File: config.mk
export PLATFORM = sky130hd
export DESIGN_NAME = mbs_bus_strobes
export DESIGN_NICKNAME = d
export VERILOG_FILES = /design/src/core/mbs_bus_strobes.v /design/src/core/mbs_boot_strap.v
export VERILOG_INCLUDE_DIRS = /design/src /design/src/core
export SDC_FILE = /design/constraint.sdc
export NUM_CORES = 1
export LEC_CHECK = 0
export BUFFER_PORTS_ARGS = -buffer_cell sky130_fd_sc_hd__buf_2
export CAP_MARGIN = 10
export CORE_MARGIN = 3
export CORE_UTILIZATION = 30
export DETAILED_ROUTE_END_ITERATION = 12
export PLACE_DENSITY_LB_ADDON = 0.1
export SETUP_SLACK_MARGIN = 0.1
export SYNTH_ARGS = -nofsm -noshare
export SYNTH_HDL_FRONTEND = slang
export SYNTH_SLANG_ARGS = --single-unit
File: constraint.sdc
create_clock -name ref_clk -period 2.6 [get_ports ref_clk]
set_input_delay 0.13 -clock ref_clk [delete_from_list [all_inputs] [get_ports ref_clk]]
set_output_delay 0.13 -clock ref_clk [all_outputs]
set_load 0.02 [all_outputs]
File: src/core/mbs_map.vh
/*
 * bit positions, strap codes, boot presets and lane codes for the memory bus
 * strobe and boot block. assumes inclusion by bare name from the core files.
 */
`ifndef MBS_MAP_VH
`define MBS_MAP_VH

// strap positions on the sampled address bus
`define MBS_STRAP_HI        24
`define MBS_STRAP_LO        23
`define MBS_ADDR_W          28
`define MBS_BOOT_OE_BIT     27
`define MBS_BOOT_WE_BIT     26

// boot strap codes on address 24:23
`define MBS_BOOT_OFF        2'h0
`define MBS_BOOT_SRAM32     2'h1
`define MBS_BOOT_DRAM32     2'h2
`define MBS_BOOT_SRAM16     2'h3

// preset field values
`define MBS_WAIT_NONE       4'h0
`define MBS_WAIT_MAX        4'hF
`define MBS_PS_32           2'h0
`define MBS_PS_16           2'h1
`define MBS_PS_8            2'h2

// transfer sizes requested by the bus master
`define MBS_SZ_BYTE         2'h0
`define MBS_SZ_HALF         2'h1
`define MBS_SZ_WORD         2'h2

// lane masks, bit 3 is d31:d24, active high inside the block
`define MBS_LANES_NONE      4'h0
`define MBS_LANES_ALL       4'hF
`define MBS_LANES_HI16      4'hC
`define MBS_LANE3           4'h8

// termination codes as {ack_n, err_n}
`define MBS_TERM_BURST      2'h0
`define MBS_TERM_NORMAL     2'h1
`define MBS_TERM_ERROR      2'h2
`define MBS_TERM_WAIT       2'h3

`endif

File: src/core/mbs_bus_strobes.v
/*
 * memory bus strobes for one chip select access: boot straps, column
 * strobes, byte enables, read/write, output and write enables, and cycle
 * termination by acknowledge and error. assumes the master presents a
 * request with address, size, direction and the decoded chip select
 * settings held steady until done; acknowledge is already synchronous.
 */
`include "mbs_map.vh"

// Contract
// - sample address lines as straps at power-up
// - address 24:23 selects chip select 0 boot
// - code 11 turns top pins into strobes
// - pin-select flags one, zero for code 11
// - wait 0000 or 1111, size 01 for 11
// - valid flag zero only for code 00
// - column strobes only for dram chip selects
// - column strobe low while column address valid
// - one column strobe per active byte lane
// - lane mapping by endian for 32-bit ports
// - 16-bit uses strobes 3,2; 8-bit strobe 3
// - direction high for read, low for write
// - output enable low during read cycle
// - write enable low during write cycle
// - one active-low byte enable per valid byte
// - byte 3 only, half 3-2, word all
// - byte enables share lane map, sdram mask
// - sample acknowledge on rising edge, capture data
// - error pin means error or burst end
// - ack,err: 00 burst,01 normal,10 error,11 wait
module mbs_bus_strobes #(
    parameter WAIT_W = 4
) (
    input  wire                     ref_clk,
    input  wire                     rst_n,
    input  wire [`MBS_ADDR_W-1:0]   addr_pad_in,
    input  wire                     req,
    input  wire [`MBS_ADDR_W-1:0]   req_addr,
    input  wire                     req_read,
    input  wire [1:0]               req_size,
    input  wire                     req_big_endian,
    input  wire                     cs_hit_boot,
    input  wire                     cs_dram,
    input  wire                     cs_sdram,
    input  wire                     cs_burst,
    input  wire                     cs_ext_term,
    input  wire [1:0]               cs_port_size,
    input  wire [WAIT_W-1:0]        cs_wait,
    input  wire                     req_last,
    input  wire                     req_fault,
    input  wire [31:0]              data_in,
    input  wire                     transfer_ack_n_in,
    input  wire                     transfer_error_n_in,
    output reg  [`MBS_ADDR_W-1:0]   addr_out,
    output reg                      read_write,
    output reg                      oe_n,
    output reg                      we_n,
    output reg  [3:0]               col_strobe_n,
    output reg  [3:0]               byte_enable_n,
    output reg                      boot_chip_select_n,
    output reg                      transfer_ack_n_out,
    output reg                      transfer_ack_n_oe,
    output reg                      transfer_error_n_out,
    output reg                      transfer_error_n_oe,
    output reg  [31:0]              rd_data,
    output reg                      done,
    output reg  [1:0]               term_code,
    output reg                      boot_valid_out,
    output reg  [1:0]               boot_port_size,
    output reg  [3:0]               boot_wait_out,
    output reg                      addr27_sel_out,
    output reg                      addr26_sel_out
);

    ////////////////////////////////////////////////////////////////////////
    // state machine codes, one hot
    localparam ST_IDLE = 4'h1;
    localparam ST_ROW  = 4'h2;
    localparam ST_XFER = 4'h4;
    localparam ST_END  = 4'h8;

    reg  [3:0]          state_r;
    reg  [3:0]          state_nxt;
    reg  [WAIT_W-1:0]   wait_r;
    reg  [WAIT_W-1:0]   wait_nxt;
    reg  [3:0]          lanes;
    reg  [1:0]          term_nxt;
    reg                 end_nxt;
    wire                a27_sel;
    wire                a26_sel;
    wire [3:0]          bt_wait;
    wire [1:0]          bt_ps;
    wire                bt_valid;

    ////////////////////////////////////////////////////////////////////////
    // strap capture, reading the pads while reset is held
    mbs_boot_strap u_strap (
        .ref_clk           (ref_clk),
        .rst_n             (rst_n),
        .strap_in          (addr_pad_in[`MBS_STRAP_HI:`MBS_STRAP_LO]),
        .addr27_pin_select (a27_sel),
        .addr26_pin_select (a26_sel),
        .boot_wait         (bt_wait),
        .port_size         (bt_ps),
        .boot_valid        (bt_valid)
    );

    ////////////////////////////////////////////////////////////////////////
    // lane decode: active-high mask, bit 3 is d31:d24
    function [3:0] lane_mask;
        input [1:0] ps;
        input [1:0] sz;
        input [1:0] a;
        input       big;
        reg   [1:0] pos;
        begin
            pos = big ? ~a : a;                    // big endian flips byte order
            lane_mask = `MBS_LANES_NONE;
            case (ps)
                `MBS_PS_32: begin
                    case (sz)
                        `MBS_SZ_BYTE: lane_mask = 4'h1 << pos;
                        `MBS_SZ_HALF: lane_mask = pos[1] ? `MBS_LANES_HI16 : 4'h3;
                        default:      lane_mask = `MBS_LANES_ALL;
                    endcase
                end
                `MBS_PS_16: begin
                    if (sz == `MBS_SZ_BYTE)
                        lane_mask = (big ? ~a[0] : a[0]) ? `MBS_LANE3 : 4'h4;
                    else
                        lane_mask = `MBS_LANES_HI16;
                end
                default: lane_mask = `MBS_LANE3;
            endcase
        end
    endfunction

    ////////////////////////////////////////////////////////////////////////
    // strobe lanes for the current request
    always @* begin
        lanes = lane_mask(cs_port_size, req_size, req_addr[1:0],
                          req_big_endian);
    end

    ////////////////////////////////////////////////////////////////////////
    // termination decode from the sampled ack/error pair, or from the wait count and fault/burst flags for internal selects
    always @* begin
        term_nxt = `MBS_TERM_WAIT;
        end_nxt  = 1'b0;
        if (cs_ext_term) begin
            term_nxt = {transfer_ack_n_in, transfer_error_n_in};
            end_nxt  = (term_nxt != `MBS_TERM_WAIT);
        end else if (wait_r == {WAIT_W{1'b0}}) begin
            end_nxt = 1'b1;
            if (req_fault)
                term_nxt = `MBS_TERM_ERROR;
            else if (cs_burst && req_last)
                term_nxt = `MBS_TERM_BURST;
            else
                term_nxt = `MBS_TERM_NORMAL;
        end
    end

    ////////////////////////////////////////////////////////////////////////
    // cycle sequencing: idle, dram row phase, transfer, end
    always @* begin
        state_nxt = state_r;
        wait_nxt  = wait_r;
        case (state_r)
            ST_IDLE: begin
                wait_nxt = cs_wait;
                if (req)
                    state_nxt = cs_dram ? ST_ROW : ST_XFER;
            end
            ST_ROW:  state_nxt = ST_XFER;
            ST_XFER: begin
                if (end_nxt)
                    state_nxt = ST_END;
                else if (wait_r != {WAIT_W{1'b0}})
                    wait_nxt = wait_r - {{(WAIT_W-1){1'b0}}, 1'b1};
            end
            ST_END:  state_nxt = ST_IDLE;
            default: state_nxt = ST_IDLE;
        endcase
    end

    ////////////////////////////////////////////////////////////////////////
    // registered pins and status
    always @(posedge ref_clk) begin
        if (!rst_n) begin
            state_r              <= ST_IDLE;
            wait_r               <= {WAIT_W{1'b0}};
            addr_out             <= {`MBS_ADDR_W{1'b0}};
            read_write           <= 1'b1;
            oe_n                 <= 1'b1;
            we_n                 <= 1'b1;
            col_strobe_n         <= `MBS_LANES_ALL;
            byte_enable_n        <= `MBS_LANES_ALL;
            boot_chip_select_n   <= 1'b1;
            transfer_ack_n_out   <= 1'b1;
            transfer_ack_n_oe    <= 1'b0;
            transfer_error_n_out <= 1'b1;
            transfer_error_n_oe  <= 1'b0;
            rd_data              <= 32'h00000000;
            done                 <= 1'b0;
            term_code            <= `MBS_TERM_WAIT;
        end else begin
            state_r <= state_nxt;
            wait_r  <= wait_nxt;
            done    <= 1'b0;
            transfer_ack_n_out   <= 1'b1;
            transfer_error_n_out <= 1'b1;
            transfer_ack_n_oe    <= (state_nxt == ST_XFER) && !cs_ext_term;
            transfer_error_n_oe  <= (state_nxt == ST_XFER) && !cs_ext_term;
            if (state_nxt == ST_XFER || state_nxt == ST_ROW) begin
                addr_out   <= req_addr;
                // strapped for 16-bit boot, the top pins carry the boot strobes
                if (!a27_sel)
                    addr_out[`MBS_BOOT_OE_BIT] <= !(req_read && cs_hit_boot && bt_valid);
                if (!a26_sel)
                    addr_out[`MBS_BOOT_WE_BIT] <= !(!req_read && cs_hit_boot && bt_valid);
                read_write <= req_read;
                oe_n       <= !req_read;
                we_n       <= req_read;
                boot_chip_select_n <= !(cs_hit_boot && bt_valid);
                byte_enable_n <= ~lanes;
            end else begin
                read_write    <= 1'b1;
                oe_n          <= 1'b1;
                we_n          <= 1'b1;
                boot_chip_select_n <= 1'b1;
                byte_enable_n <= `MBS_LANES_ALL;
                // boot strobes idle high between cycles
                if (!a27_sel)
                    addr_out[`MBS_BOOT_OE_BIT] <= 1'b1;
                if (!a26_sel)
                    addr_out[`MBS_BOOT_WE_BIT] <= 1'b1;
            end
            // column strobes only once the row is out, dram chip selects only
            if (state_nxt == ST_XFER && cs_dram && !cs_sdram)
                col_strobe_n <= ~lanes;
            else
                col_strobe_n <= `MBS_LANES_ALL;
            // block-driven termination pulses on the final cycle when cs_ext_term is low
            if (state_r == ST_XFER && end_nxt && !cs_ext_term) begin
                transfer_ack_n_out   <= term_nxt[1];
                transfer_error_n_out <= term_nxt[0];
                transfer_ack_n_oe    <= 1'b1;
                transfer_error_n_oe  <= 1'b1;
            end
            // data captured on the edge that sees acknowledge low
            if (state_r == ST_XFER && end_nxt) begin
                done      <= 1'b1;
                term_code <= term_nxt;
                if (req_read && !term_nxt[1])
                    rd_data <= data_in;
            end
        end
    end

    ////////////////////////////////////////////////////////////////////////
    // boot configuration, exported from flops
    always @(posedge ref_clk) begin
        boot_valid_out <= bt_valid;
        boot_port_size <= bt_ps;
        boot_wait_out  <= bt_wait;
        addr27_sel_out <= a27_sel;
        addr26_sel_out <= a26_sel;
    end

endmodule // mbs_bus_strobes

File: src/core/mbs_boot_strap.v
/*
 * captures the boot straps from the address bus while reset is held and
 * decodes them into chip select 0 presets. assumes the address pads read
 * one when floating and zero when pulled low, synchronous to ref_clk.
 */
`include "mbs_map.vh"

module mbs_boot_strap (
    input  wire         ref_clk,
    input  wire         rst_n,
    input  wire [1:0]   strap_in,
    output reg          addr27_pin_select,
    output reg          addr26_pin_select,
    output reg  [3:0]   boot_wait,
    output reg  [1:0]   port_size,
    output reg          boot_valid
);

    ////////////////////////////////////////////////////////////////////////
    // straps are caught only while reset is low, then frozen
    always @(posedge ref_clk) begin
        if (!rst_n) begin
            addr27_pin_select <= (strap_in != `MBS_BOOT_SRAM16);
            addr26_pin_select <= (strap_in != `MBS_BOOT_SRAM16);
            boot_wait <= (strap_in == `MBS_BOOT_OFF) ? `MBS_WAIT_NONE
                                                     : `MBS_WAIT_MAX;
            port_size <= (strap_in == `MBS_BOOT_SRAM16) ? `MBS_PS_16
                                                        : `MBS_PS_32;
            boot_valid <= (strap_in != `MBS_BOOT_OFF);
        end
    end

endmodule // mbs_boot_strap

==> flow_summary.toml, run 1 <==
[clock_network]
cts_root_buf = "clkbuf_16"
h-tree-depth = 3
cts_tree = "done"
numCtsBuffers = 9
clkTransAtPathRegs_ns = 0.07
clock_latency_ns = 0.34
cts_resized = 0
cts_setup_buffers = 0
ctsHoldBuffers = 0
cts_sinks = 91
clock_path_buffers = 2

[hold_path]
hold_class = "in2reg"

[timing]
grt_setup_unrepaired = "no"
max_freq_ghz = 0.467
max-slew-margin-rel_pct = 58.3
setup_violations = 0
min_period_over_period_pct = 82.3
fin_skew_ns = 0.00831
min_period_ns = 2.14
hold_viol = 0
worst_pin_slew_ns = 0.622
drv_slew = 0
fin_setup_tns_ns = 0

[synth]
synth_warnings = 0
ys_async_sr_fraction_pct = 0
synth-edff-count = 3
ys.flop_type = "dfxtp_1"
synth.distinct_cells = 51
synth-seq-cells = 91
synthCells = 413
ys_top_cells_by_area = "dfxtp_1, mux2i_1, nand2_1"
synth_area_um2 = 3700
mappedNetlistNets = 524
yosysTopAreaCell = "dfxtp_1"
synth_top_area_share_pct = 47.6
seq_area_frac_synth_pct = 50.1
yosysMostFrequentCell = "dfxtp_1"
syn_avg_cell_area_um2 = 8.96
synthTopCellsByCount = "dfxtp_1, nand2_1, a21oi_1, o21ai_0, nand3_1"

[global_route]
grt_antenna_before_repair = 0
grt_usage_pct = 14.7
overflow = 0
grt_max_degree = 66
grt_pass1_vias = 3130
grt_first_pass_wirelength_um = 15700

[setup_path]
crit_slowest_cell = "or4b_4"
arrival_ns = 2.41
cp.buffers_inverters = 2
required_ns = 2.87
crit_family = "simple AND/OR/NAND/NOR gates"
endpoint_kind = "flip-flop"
path_class = "reg2reg"
max_stage_delay_ns = 0.52
crit_chain = "inv_1, ha_1, or4b_4, and3_4, nor3_4, buf_12, mux2i_1"
critPathMaxFanout = 28
critical_path.startpoint_type = "flip-flop"

[drt]
route.detailed.drc = 0
wl_per_cell_um = 14.3
routed-via-count = 3406
drt_iter0_markers = 225
avgViaCountPerCell = 4.76
routed_wl_um = 10200
postRouteAntennaNets = 0
drt_first_pass_iters = 4

[placement]
portBuffers = 170
routabilityCongestion = 0.771
dpl.cell_count = 699
hpwlAfterDp_um = 7260

[floorplanning]
initial_utilization_pct = 31.6
die-area_um2 = 13700
dieHeight_um = 117
coreArea_um2 = 11700
io_pins = 198
rows = 39
die_w_um = 117

[power]
power-per-cell-area_nw_per_um2 = 665
p_leak_nw = 2.28
ir_drop_uv = 262

[finish]
final_layout_size_suffix_gt1_share_pct = 35.5
final_cells = 715
final_util_pct = 42.0
final_nets = 678
syn2layout_area_growth_pct = 32.8
fillCellCount = 1211
insertedDiodeCount = 0

[run_status]
run_status = "completed"

[flow_run]
maxCapViolations = 0
per-stage QoR:
step           total power [W]  instance area, um2  setup slack (ns)  hold WS (ns)
2_1_floorplan          0.00184                3700             0.579         0.202
3_3_place_gp           0.00201                4630             0.475         0.326
3_5_place_dp           0.00201                4630             0.436         0.335
4_1_cts                0.00332                4910             0.414        0.0120
5_1_grt                0.00342                4910             0.230        0.0189
6_report               0.00327                4910             0.460        0.0208
path summary, 6_finish.rpt:
kind                            slack [ns]                         to  cells past startpoint                           start
worst max-delay path                  0.46  addr_out[23]$_SDFFE_PN0N_                      7          wait_r[0]$_SDFFE_PN0P_
worst max register to register        0.46  addr_out[23]$_SDFFE_PN0N_                      7          wait_r[0]$_SDFFE_PN0P_
worst min register to register        0.34  boot_port_size[0]$_DFF_P_                      0  u_strap.port_size[0]$_DFFE_PN_
worst min-delay path                  0.02            oe_n$_SDFF_PN1_                      2                        req_read
report_power, final:
| part | switching, W | leakage, nW | internal, W |
|---|---|---|---|
| clock | 0.000549 | 0.143 | 0.000743 |
| sequential | 0.0000353 | 0.747 | 0.00147 |
| combinational | 0.000279 | 1.39 | 0.000194 |
final cells by class:
cell class	count	area [um2]	share of cell area (%)
clock buffers	11	233	4.74
clock inverters	5	53.8	1.09
inverters	8	30.0	0.611
multi-input cells	276	1620	33.0
flip-flops and latches	91	1850	37.7
well taps	143	179	3.64
repair buffers	181	946	19.2
layout by cell type (no fill, tap or decap), types with 4 or more instances in the layout:
master,Yosys,routed
clkbuf_16,0,9
buf_4,10,10
a21oi_1,39,39
buf_2,6,170
nand3_1,37,37
nor2_1,10,10
dfxtp_1,88,88
xor2_1,4,4
mux2i_1,30,30
o21ai_0,39,39
nand2_1,64,64
or3_1,5,5
inv_1,7,7
sequential cells by signal (all words and copies together), names as in the netlist, 2 cells and up:
name           cells
addr_out          28
state_r            4
wait_r             4
term_code          2
rd_data           32
byte_enable_n      4
col_strobe_n       4
worst register-to-register path, cell delays in order (launching register included):
cell and delay (ns):
dfxtp_1 0.33, inv_1 0.06, ha_1 0.21, or4b_4 0.52, and3_4 0.23, nor3_4 0.23
buf_12 0.24, mux2i_1 0.24
logic make-up (layout without fill, tap and decap cells):
group	Yosys count	count (layout)	share of synthesized area (%)
other	1	1	0.101
muxes	30	30	8.12
adders and majority gates	1	1	0.338
DFF	91	91	50.1
and+or+nand+nor	140	140	18.7
xor gates and xnor gates	5	5	1.18
AOI/OAI and AO/OA	99	99	15.2
buffers and inverters	46	205	6.29
layer usage:
| metal | up-vias | global-route usage [%] | share of wire, % | wire, um |
|---|---|---|---|---|
| met5 | - | 0 | 0 | 0 |
| met4 | 0 | 6.50 | 1.8 | 180 |
| met3 | 13 | 5.40 | 8.6 | 875 |
| met2 | 115 | 21.5 | 45 | 4550 |
| met1 | 1550 | 19.3 | 45 | 4620 |
| li1 | 1728 | - | - | - |
Power figures use the tool's default switching activity.
==> inputs of run 2 (changes only) <==
==> constraint.sdc (replaced) <==
create_clock -name ref_clk -period 2.15 [get_ports ref_clk]
set_input_delay 0.1075 -clock ref_clk [delete_from_list [all_inputs] [get_ports ref_clk]]
set_output_delay 0.1075 -clock ref_clk [all_outputs]
set_load 0.02 [all_outputs]
==> run 2 against run 1 <==
Effect of this change:
- non-clock buffer count is 31 higher
- sequential power increased by 21%
- hold slack lost 0.0071 ns
- critical path depth fell by 1
- utilization grew 3.6 points
- cell count rose by 4.2%
- clock skew down 0.0047 ns
- clock power rose by 24%
- via count rose by 3.8%
- power is 25% higher
==> flow_summary.toml, run 2 (synthesis gave the netlist of run 1 again) <==
[floorplanning]
dieHeight_um = 117
die_w_um = 117
die-area_um2 = 13700
coreArea_um2 = 11700
io_pins = 198
initial_utilization_pct = 31.6
rows = 39

[finish]
layout.cells.most_common_list = "buf_2, dfxtp_1, nand2_1"
insertedDiodeCount = 0
final_layout_size_suffix_gt1_share_pct = 35.0
largest_reg_flops = 32
largest_register = "rd_data"
final_util_pct = 45.6
reg_top3 = "rd_data: 32 flops, addr_out: 28 flops"
final_nets = 709
syn2layout_area_growth_pct = 44.4
final_cells = 745
layout_commonest_cell = "buf_2"

[power]
p_leak_nw = 2.47
swShare_pct = 25.6
p_clk_share_pct = 39.1
power-per-cell-area_nw_per_um2 = 766
seqPwrFrac_pct = 44.4
p_int_w = 0.00304
combPwrFrac_pct = 16.5
power.switching_w = 0.00105
ir_drop_uv = 291

[setup_path]
crit_slowest_cell = "or3_1"
endpoint_kind = "flip-flop"
crit_chain = "inv_1, ha_1, or4b_4, and3_4, or3_1, mux2i_1"
arrival_ns = 2.23
required_ns = 2.37
path_class = "reg2reg"
critical_path.startpoint_type = "flip-flop"
critPathMaxFanout = 6
max_stage_delay_ns = 0.49

[timing]
drv_slew = 0
hold_ws_ns = 0.0137
grt_setup_unrepaired = "yes"
max_freq_ghz = 0.498
worst_pin_slew_ns = 0.639
min_period_ns = 2.01
min_period_over_period_pct = 93.4
setup_slack_ns = 0.142
fin_setup_tns_ns = 0
hold_viol = 0
max-slew-margin-rel_pct = 57.4
fin_skew_ns = 0.00359
setup_violations = 0

[drt]
routed-via-count = 3534
route.detailed.drc = 0
routed_wl_um = 10700
drt_iter0_markers = 170
avgViaCountPerCell = 4.74
wl_per_cell_um = 14.4
postRouteAntennaNets = 0
drt_first_pass_iters = 4

[placement]
dpl.cell_count = 702
routabilityCongestion = 0.808
post-place-ws_ns = 0.121
portBuffers = 170
hpwlAfterDp_um = 7130

[clock_network]
numCtsBuffers = 9
h-tree-depth = 3
cts_root_buf = "clkbuf_16"
clkTransAtPathRegs_ns = 0.06
clock_path_buffers = 2
cts_sinks = 91
clock_latency_ns = 0.34
cts_tree = "done"

[run_status]
run_status = "completed"

[global_route]
grt_first_pass_wirelength_um = 16600
grt_pass1_vias = 3385
grt_max_degree = 66
grt_antenna_before_repair = 0
overflow = 0
grt_usage_pct = 15.4

[flow_run]
maxCapViolations = 0

[hold_path]
hold_class = "in2reg"
## run 2: changes by cell type in the layout (fill, tap and decap cells not counted), moves of 2 or more
cell and delta:
dlygate4sd3_1 +24, o21ai_0 -10, o21ai_1 +10, buf_12 +4, clkbuf_16 +2, clkbuf_8 +2
clkinv_2 -2
## run 2: worst paths after layout
check / from / end / slack, ns / cells past startpoint
hold reg to reg: u_strap.port_size[0]$_DFFE_PN_ / boot_port_size[0]$_DFF_P_ / 0.36 / 0
setup / recovery: wait_r[0]$_SDFFE_PN0P_ / addr_out[27]$_SDFFE_PN0P_ / 0.14 / 6
hold / removal: data_in[30] / rd_data[30]$_SDFFE_PN0P_ / 0.01 / 3
setup reg to reg: wait_r[0]$_SDFFE_PN0P_ / addr_out[27]$_SDFFE_PN0P_ / 0.14 / 6
## run 2: cell type report
class,instances,area (um2)
Clock buffer,13,260
Clock inverter,2,35.0
Fill cell,1178,6370
Inverter,8,30.0
Multi-Input combinational cell,276,1640
Sequential cell,91,1850
Tap cell,143,179
Timing Repair Buffer,212,1350
## run 2: what timing repair did
action                     in CTS  in global routing
gates resized for setup         0                 13
hold buffers                   24                  0
hold endpoints to repair       24                  0
pin swaps                       1                  0
setup endpoints to repair       4                 49
gates cloned                    1                  2
buffers inserted                1                  0
## run 2: power groups by stage
| stage | Clock (W) | Sequential [W] | Combinational [W] |
|---|---|---|---|
| after floorplan | 0 | 0.00193 | 0.000292 |
| after global placement | 0 | 0.00185 | 0.000595 |
| after detailed placement | 0 | 0.00185 | 0.000601 |
| after CTS | 0.00165 | 0.00181 | 0.000664 |
| after global routing | 0.00172 | 0.00182 | 0.000742 |
| final | 0.00160 | 0.00181 | 0.000675 |
## run 2: per-layer routing
metal / GRT usage (%) / up-vias / routed length [um] / part of all wire, %
li1: - / 1791 / - / -
met3: 5.24 / 15 / 891 / 8.3
met1: 18.9 / 1605 / 4590 / 43
met4: 6.50 / 0 / 204 / 1.9
met5: 0 / - / 0 / 0
met2: 24.8 / 123 / 5020 / 47
## run 2: critical path, delay by kind of cell, from the launching register on
kind / cells / cell delay, ns
simple gates: 3 / 1.18
buf+inv: 1 / 0.06
fa+ha+maj: 1 / 0.16
mux: 1 / 0.16
flops: 1 / 0.33
## run 2: through the flow
| step | total power [W] | instance area [um2] |
|---|---|---|
| final | 0.00409 | 5340 |
| after global routing | 0.00428 | 5340 |
| after CTS | 0.00413 | 5280 |
| after detailed placement | 0.00245 | 4700 |
| after global placement | 0.00244 | 4700 |
| after floorplan | 0.00222 | 3700 |
==> inputs of run 3 (changes only) <==
--- a/config.mk
+++ b/config.mk
@@ -8,8 +8,8 @@
 export LEC_CHECK = 0
 export BUFFER_PORTS_ARGS = -buffer_cell sky130_fd_sc_hd__buf_2
 export CAP_MARGIN = 10
-export CORE_MARGIN = 3
-export CORE_UTILIZATION = 30
+export CORE_MARGIN = 8
+export CORE_UTILIZATION = 45
 export DETAILED_ROUTE_END_ITERATION = 12
 export PLACE_DENSITY_LB_ADDON = 0.1
 export SETUP_SLACK_MARGIN = 0.1
==> run 3 against run 2 <==
Effect of this change:
- critical endpoint is now rd_data[28]$_SDFFE_PN0P_
- utilization up 22 points
- critical path depth is 2 higher
- non-clock buffer count is 24 higher
- first-iteration DRC count down 26%
- cell count shrank 1.6%
- clock power down 34%
- clock skew grew 0.014 ns
- sequential cell count did not move
- sequential power about the same
- largest cell class unchanged
- clock-buffer cell count shrank 2
- wire length rose by 5.0%
- via count increased by 3.9%
==> flow_summary.toml, run 3 (synthesis gave the netlist of run 1 again) <==
[floorplanning]
coreArea_um2 = 8090
dieHeight_um = 107
die-area_um2 = 11400
io_pins = 198
initial_utilization_pct = 45.7
rows = 33
die_w_um = 107

[setup_path]
endpoint_kind = "flip-flop"
crit_family = "compound AO/OA/AOI/OAI gates"
path_class = "reg2reg"
cp.buffers_inverters = 3
path_depth = 8
crit_slowest_cell = "or4b_4"
required_ns = 2.37
critPathMaxFanout = 38
max_stage_delay_ns = 0.47
reg2reg_slack_ns = 0.12
r2r.worst_path.cells = 8
arrival_ns = 2.24
critical_path.startpoint_type = "flip-flop"
crit_chain = "inv_1, ha_1, or4b_4, buf_4, a21o_1, buf_12, o21ai_0, a21oi_1"

[clock_network]
clock_latency_ns = 0.35
h-tree-depth = 3
cts_tree = "done"
clock_path_buffers = 2
clkTransAtPathRegs_ns = 0.10
cts_sinks = 91
cts_root_buf = "clkbuf_8"
numCtsBuffers = 9

[flow_run]
maxCapViolations = 0

[finish]
multiInputGateArea_um2 = 1640
largest_reg_flops = 32
layout.cells.most_common_list = "buf_2, dfxtp_1, nand2_1"
syn2layout_area_growth_pct = 47.0
final_cells = 733
regArea_um2 = 1850
final_layout_size_suffix_gt1_share_pct = 34.3
layout_commonest_cell = "buf_2"
fillCellCount = 704
final_nets = 733
largest_register = "rd_data"
reg_top3 = "rd_data: 32 flops, addr_out: 28 flops"

[global_route]
grt_first_pass_wirelength_um = 17300
overflow = 0
grt_max_degree = 66
grt_antenna_before_repair = 1
grt_usage_pct = 18.4
grt_pass1_vias = 3636

[timing]
fin_skew_ns = 0.0174
worst_pin_slew_ns = 0.597
setup_violations = 0
max_freq_ghz = 0.494
drv_slew = 0
grt_setup_unrepaired = "yes"
setup_slack_ns = 0.125
hold_viol = 0
max-slew-margin-rel_pct = 60.2
fin_setup_tns_ns = 0
min_period_ns = 2.03
min_period_over_period_pct = 94.2

[placement]
routabilityCongestion = 0.801
hpwlAfterDp_um = 7200
portBuffers = 170
dpl.cell_count = 661
post-place-ws_ns = 0.0811

[power]
p_int_w = 0.00255
p_leak_nw = 2.51
combPwrFrac_pct = 19.5
swShare_pct = 28.3
power.switching_w = 0.00101
p_clk_share_pct = 29.6
ir_drop_uv = 348
seqPwrFrac_pct = 51.0
power-per-cell-area_nw_per_um2 = 654

[drt]
routed_wl_um = 11200
drt_iter0_markers = 125
postRouteAntennaNets = 0
routed-via-count = 3672
drt_first_pass_iters = 4
avgViaCountPerCell = 5.01
wl_per_cell_um = 15.3
route.detailed.drc = 0

[hold_path]
hold-path-cell-count = 3
hold_class = "in2reg"

[run_status]
run_status = "completed"
==> run 3: final timing paths <==
| path | to | start |
|---|---|---|
| hold / removal | addr_out[5]$_SDFFE_PN0N_ | req_addr[5] |
| setup / recovery | rd_data[28]$_SDFFE_PN0P_ | wait_r[0]$_SDFFE_PN0P_ |
| setup reg to reg | rd_data[28]$_SDFFE_PN0P_ | wait_r[0]$_SDFFE_PN0P_ |
| hold reg to reg | boot_port_size[0]$_DFF_P_ | u_strap.port_size[0]$_DFFE_PN_ |
==> run 3: power by group through the flow <==
| stage | Clock, W | Sequential (W) | Combinational [W] |
|---|---|---|---|
| floorplan | 0 | 0.00193 | 0.000292 |
| global route | 0.00116 | 0.00182 | 0.000750 |
| detailed placement | 0 | 0.00185 | 0.000577 |
| global placement | 0 | 0.00185 | 0.000568 |
| finish | 0.00105 | 0.00181 | 0.000693 |
| CTS | 0.00109 | 0.00181 | 0.000643 |
==> run 3: layout make-up <==
type                    instances  share of cell area, %
well taps                     105                   2.42
flip-flops and latches         91                   34.0
diodes                          1                 0.0460
repair buffers                236                   29.4
clock inverters                 5                  0.690
inverters                       8                  0.552
multi-input cells             276                   30.2
clock buffers                  11                   2.60
==> run 3: stage by stage <==
step	cell area (um2)	total power [W]	util [%]	hold WS [ns]
CTS	5230	0.00354	64.6	0.000783
global placement	4590	0.00242	56.8	0.330
finish	5440	0.00356	67.2	0.0201
global route	5440	0.00373	67.2	0.00233
floorplan	3700	0.00222	-	0.179
detailed placement	4590	0.00243	56.8	0.345
==> run 3: layer usage <==
| layer | share of wire [%] | wire (um) | global-route usage [%] |
|---|---|---|---|
| met1 | 39 | 4380 | 20.2 |
| met2 | 52 | 5820 | 31.5 |
| met3 | 8.4 | 939 | 7.56 |
| met4 | 0.86 | 97 | 6.43 |
| met5 | 0 | 0 | 0 |
==> run 3: worst reg2reg max path, delay by kind of cell (launching register included) <==
kind	cells	cell delay [ns]
buffers and inverters	3	0.41
and+or+nand+nor	1	0.47
AOI/OAI and AO/OA	3	0.50
DFF	1	0.34
adders and majority gates	1	0.19
==> run 3: timing repair <==
item / in CTS / in global routing
pin swaps: 0 / 2
hold buffers: 45 / 2
buffers inserted: 0 / 3
endpoints found under the setup margin: 12 / 62
endpoints found under the hold margin: 45 / 2
gates resized for setup: 1 / 26
gates cloned: 0 / 5
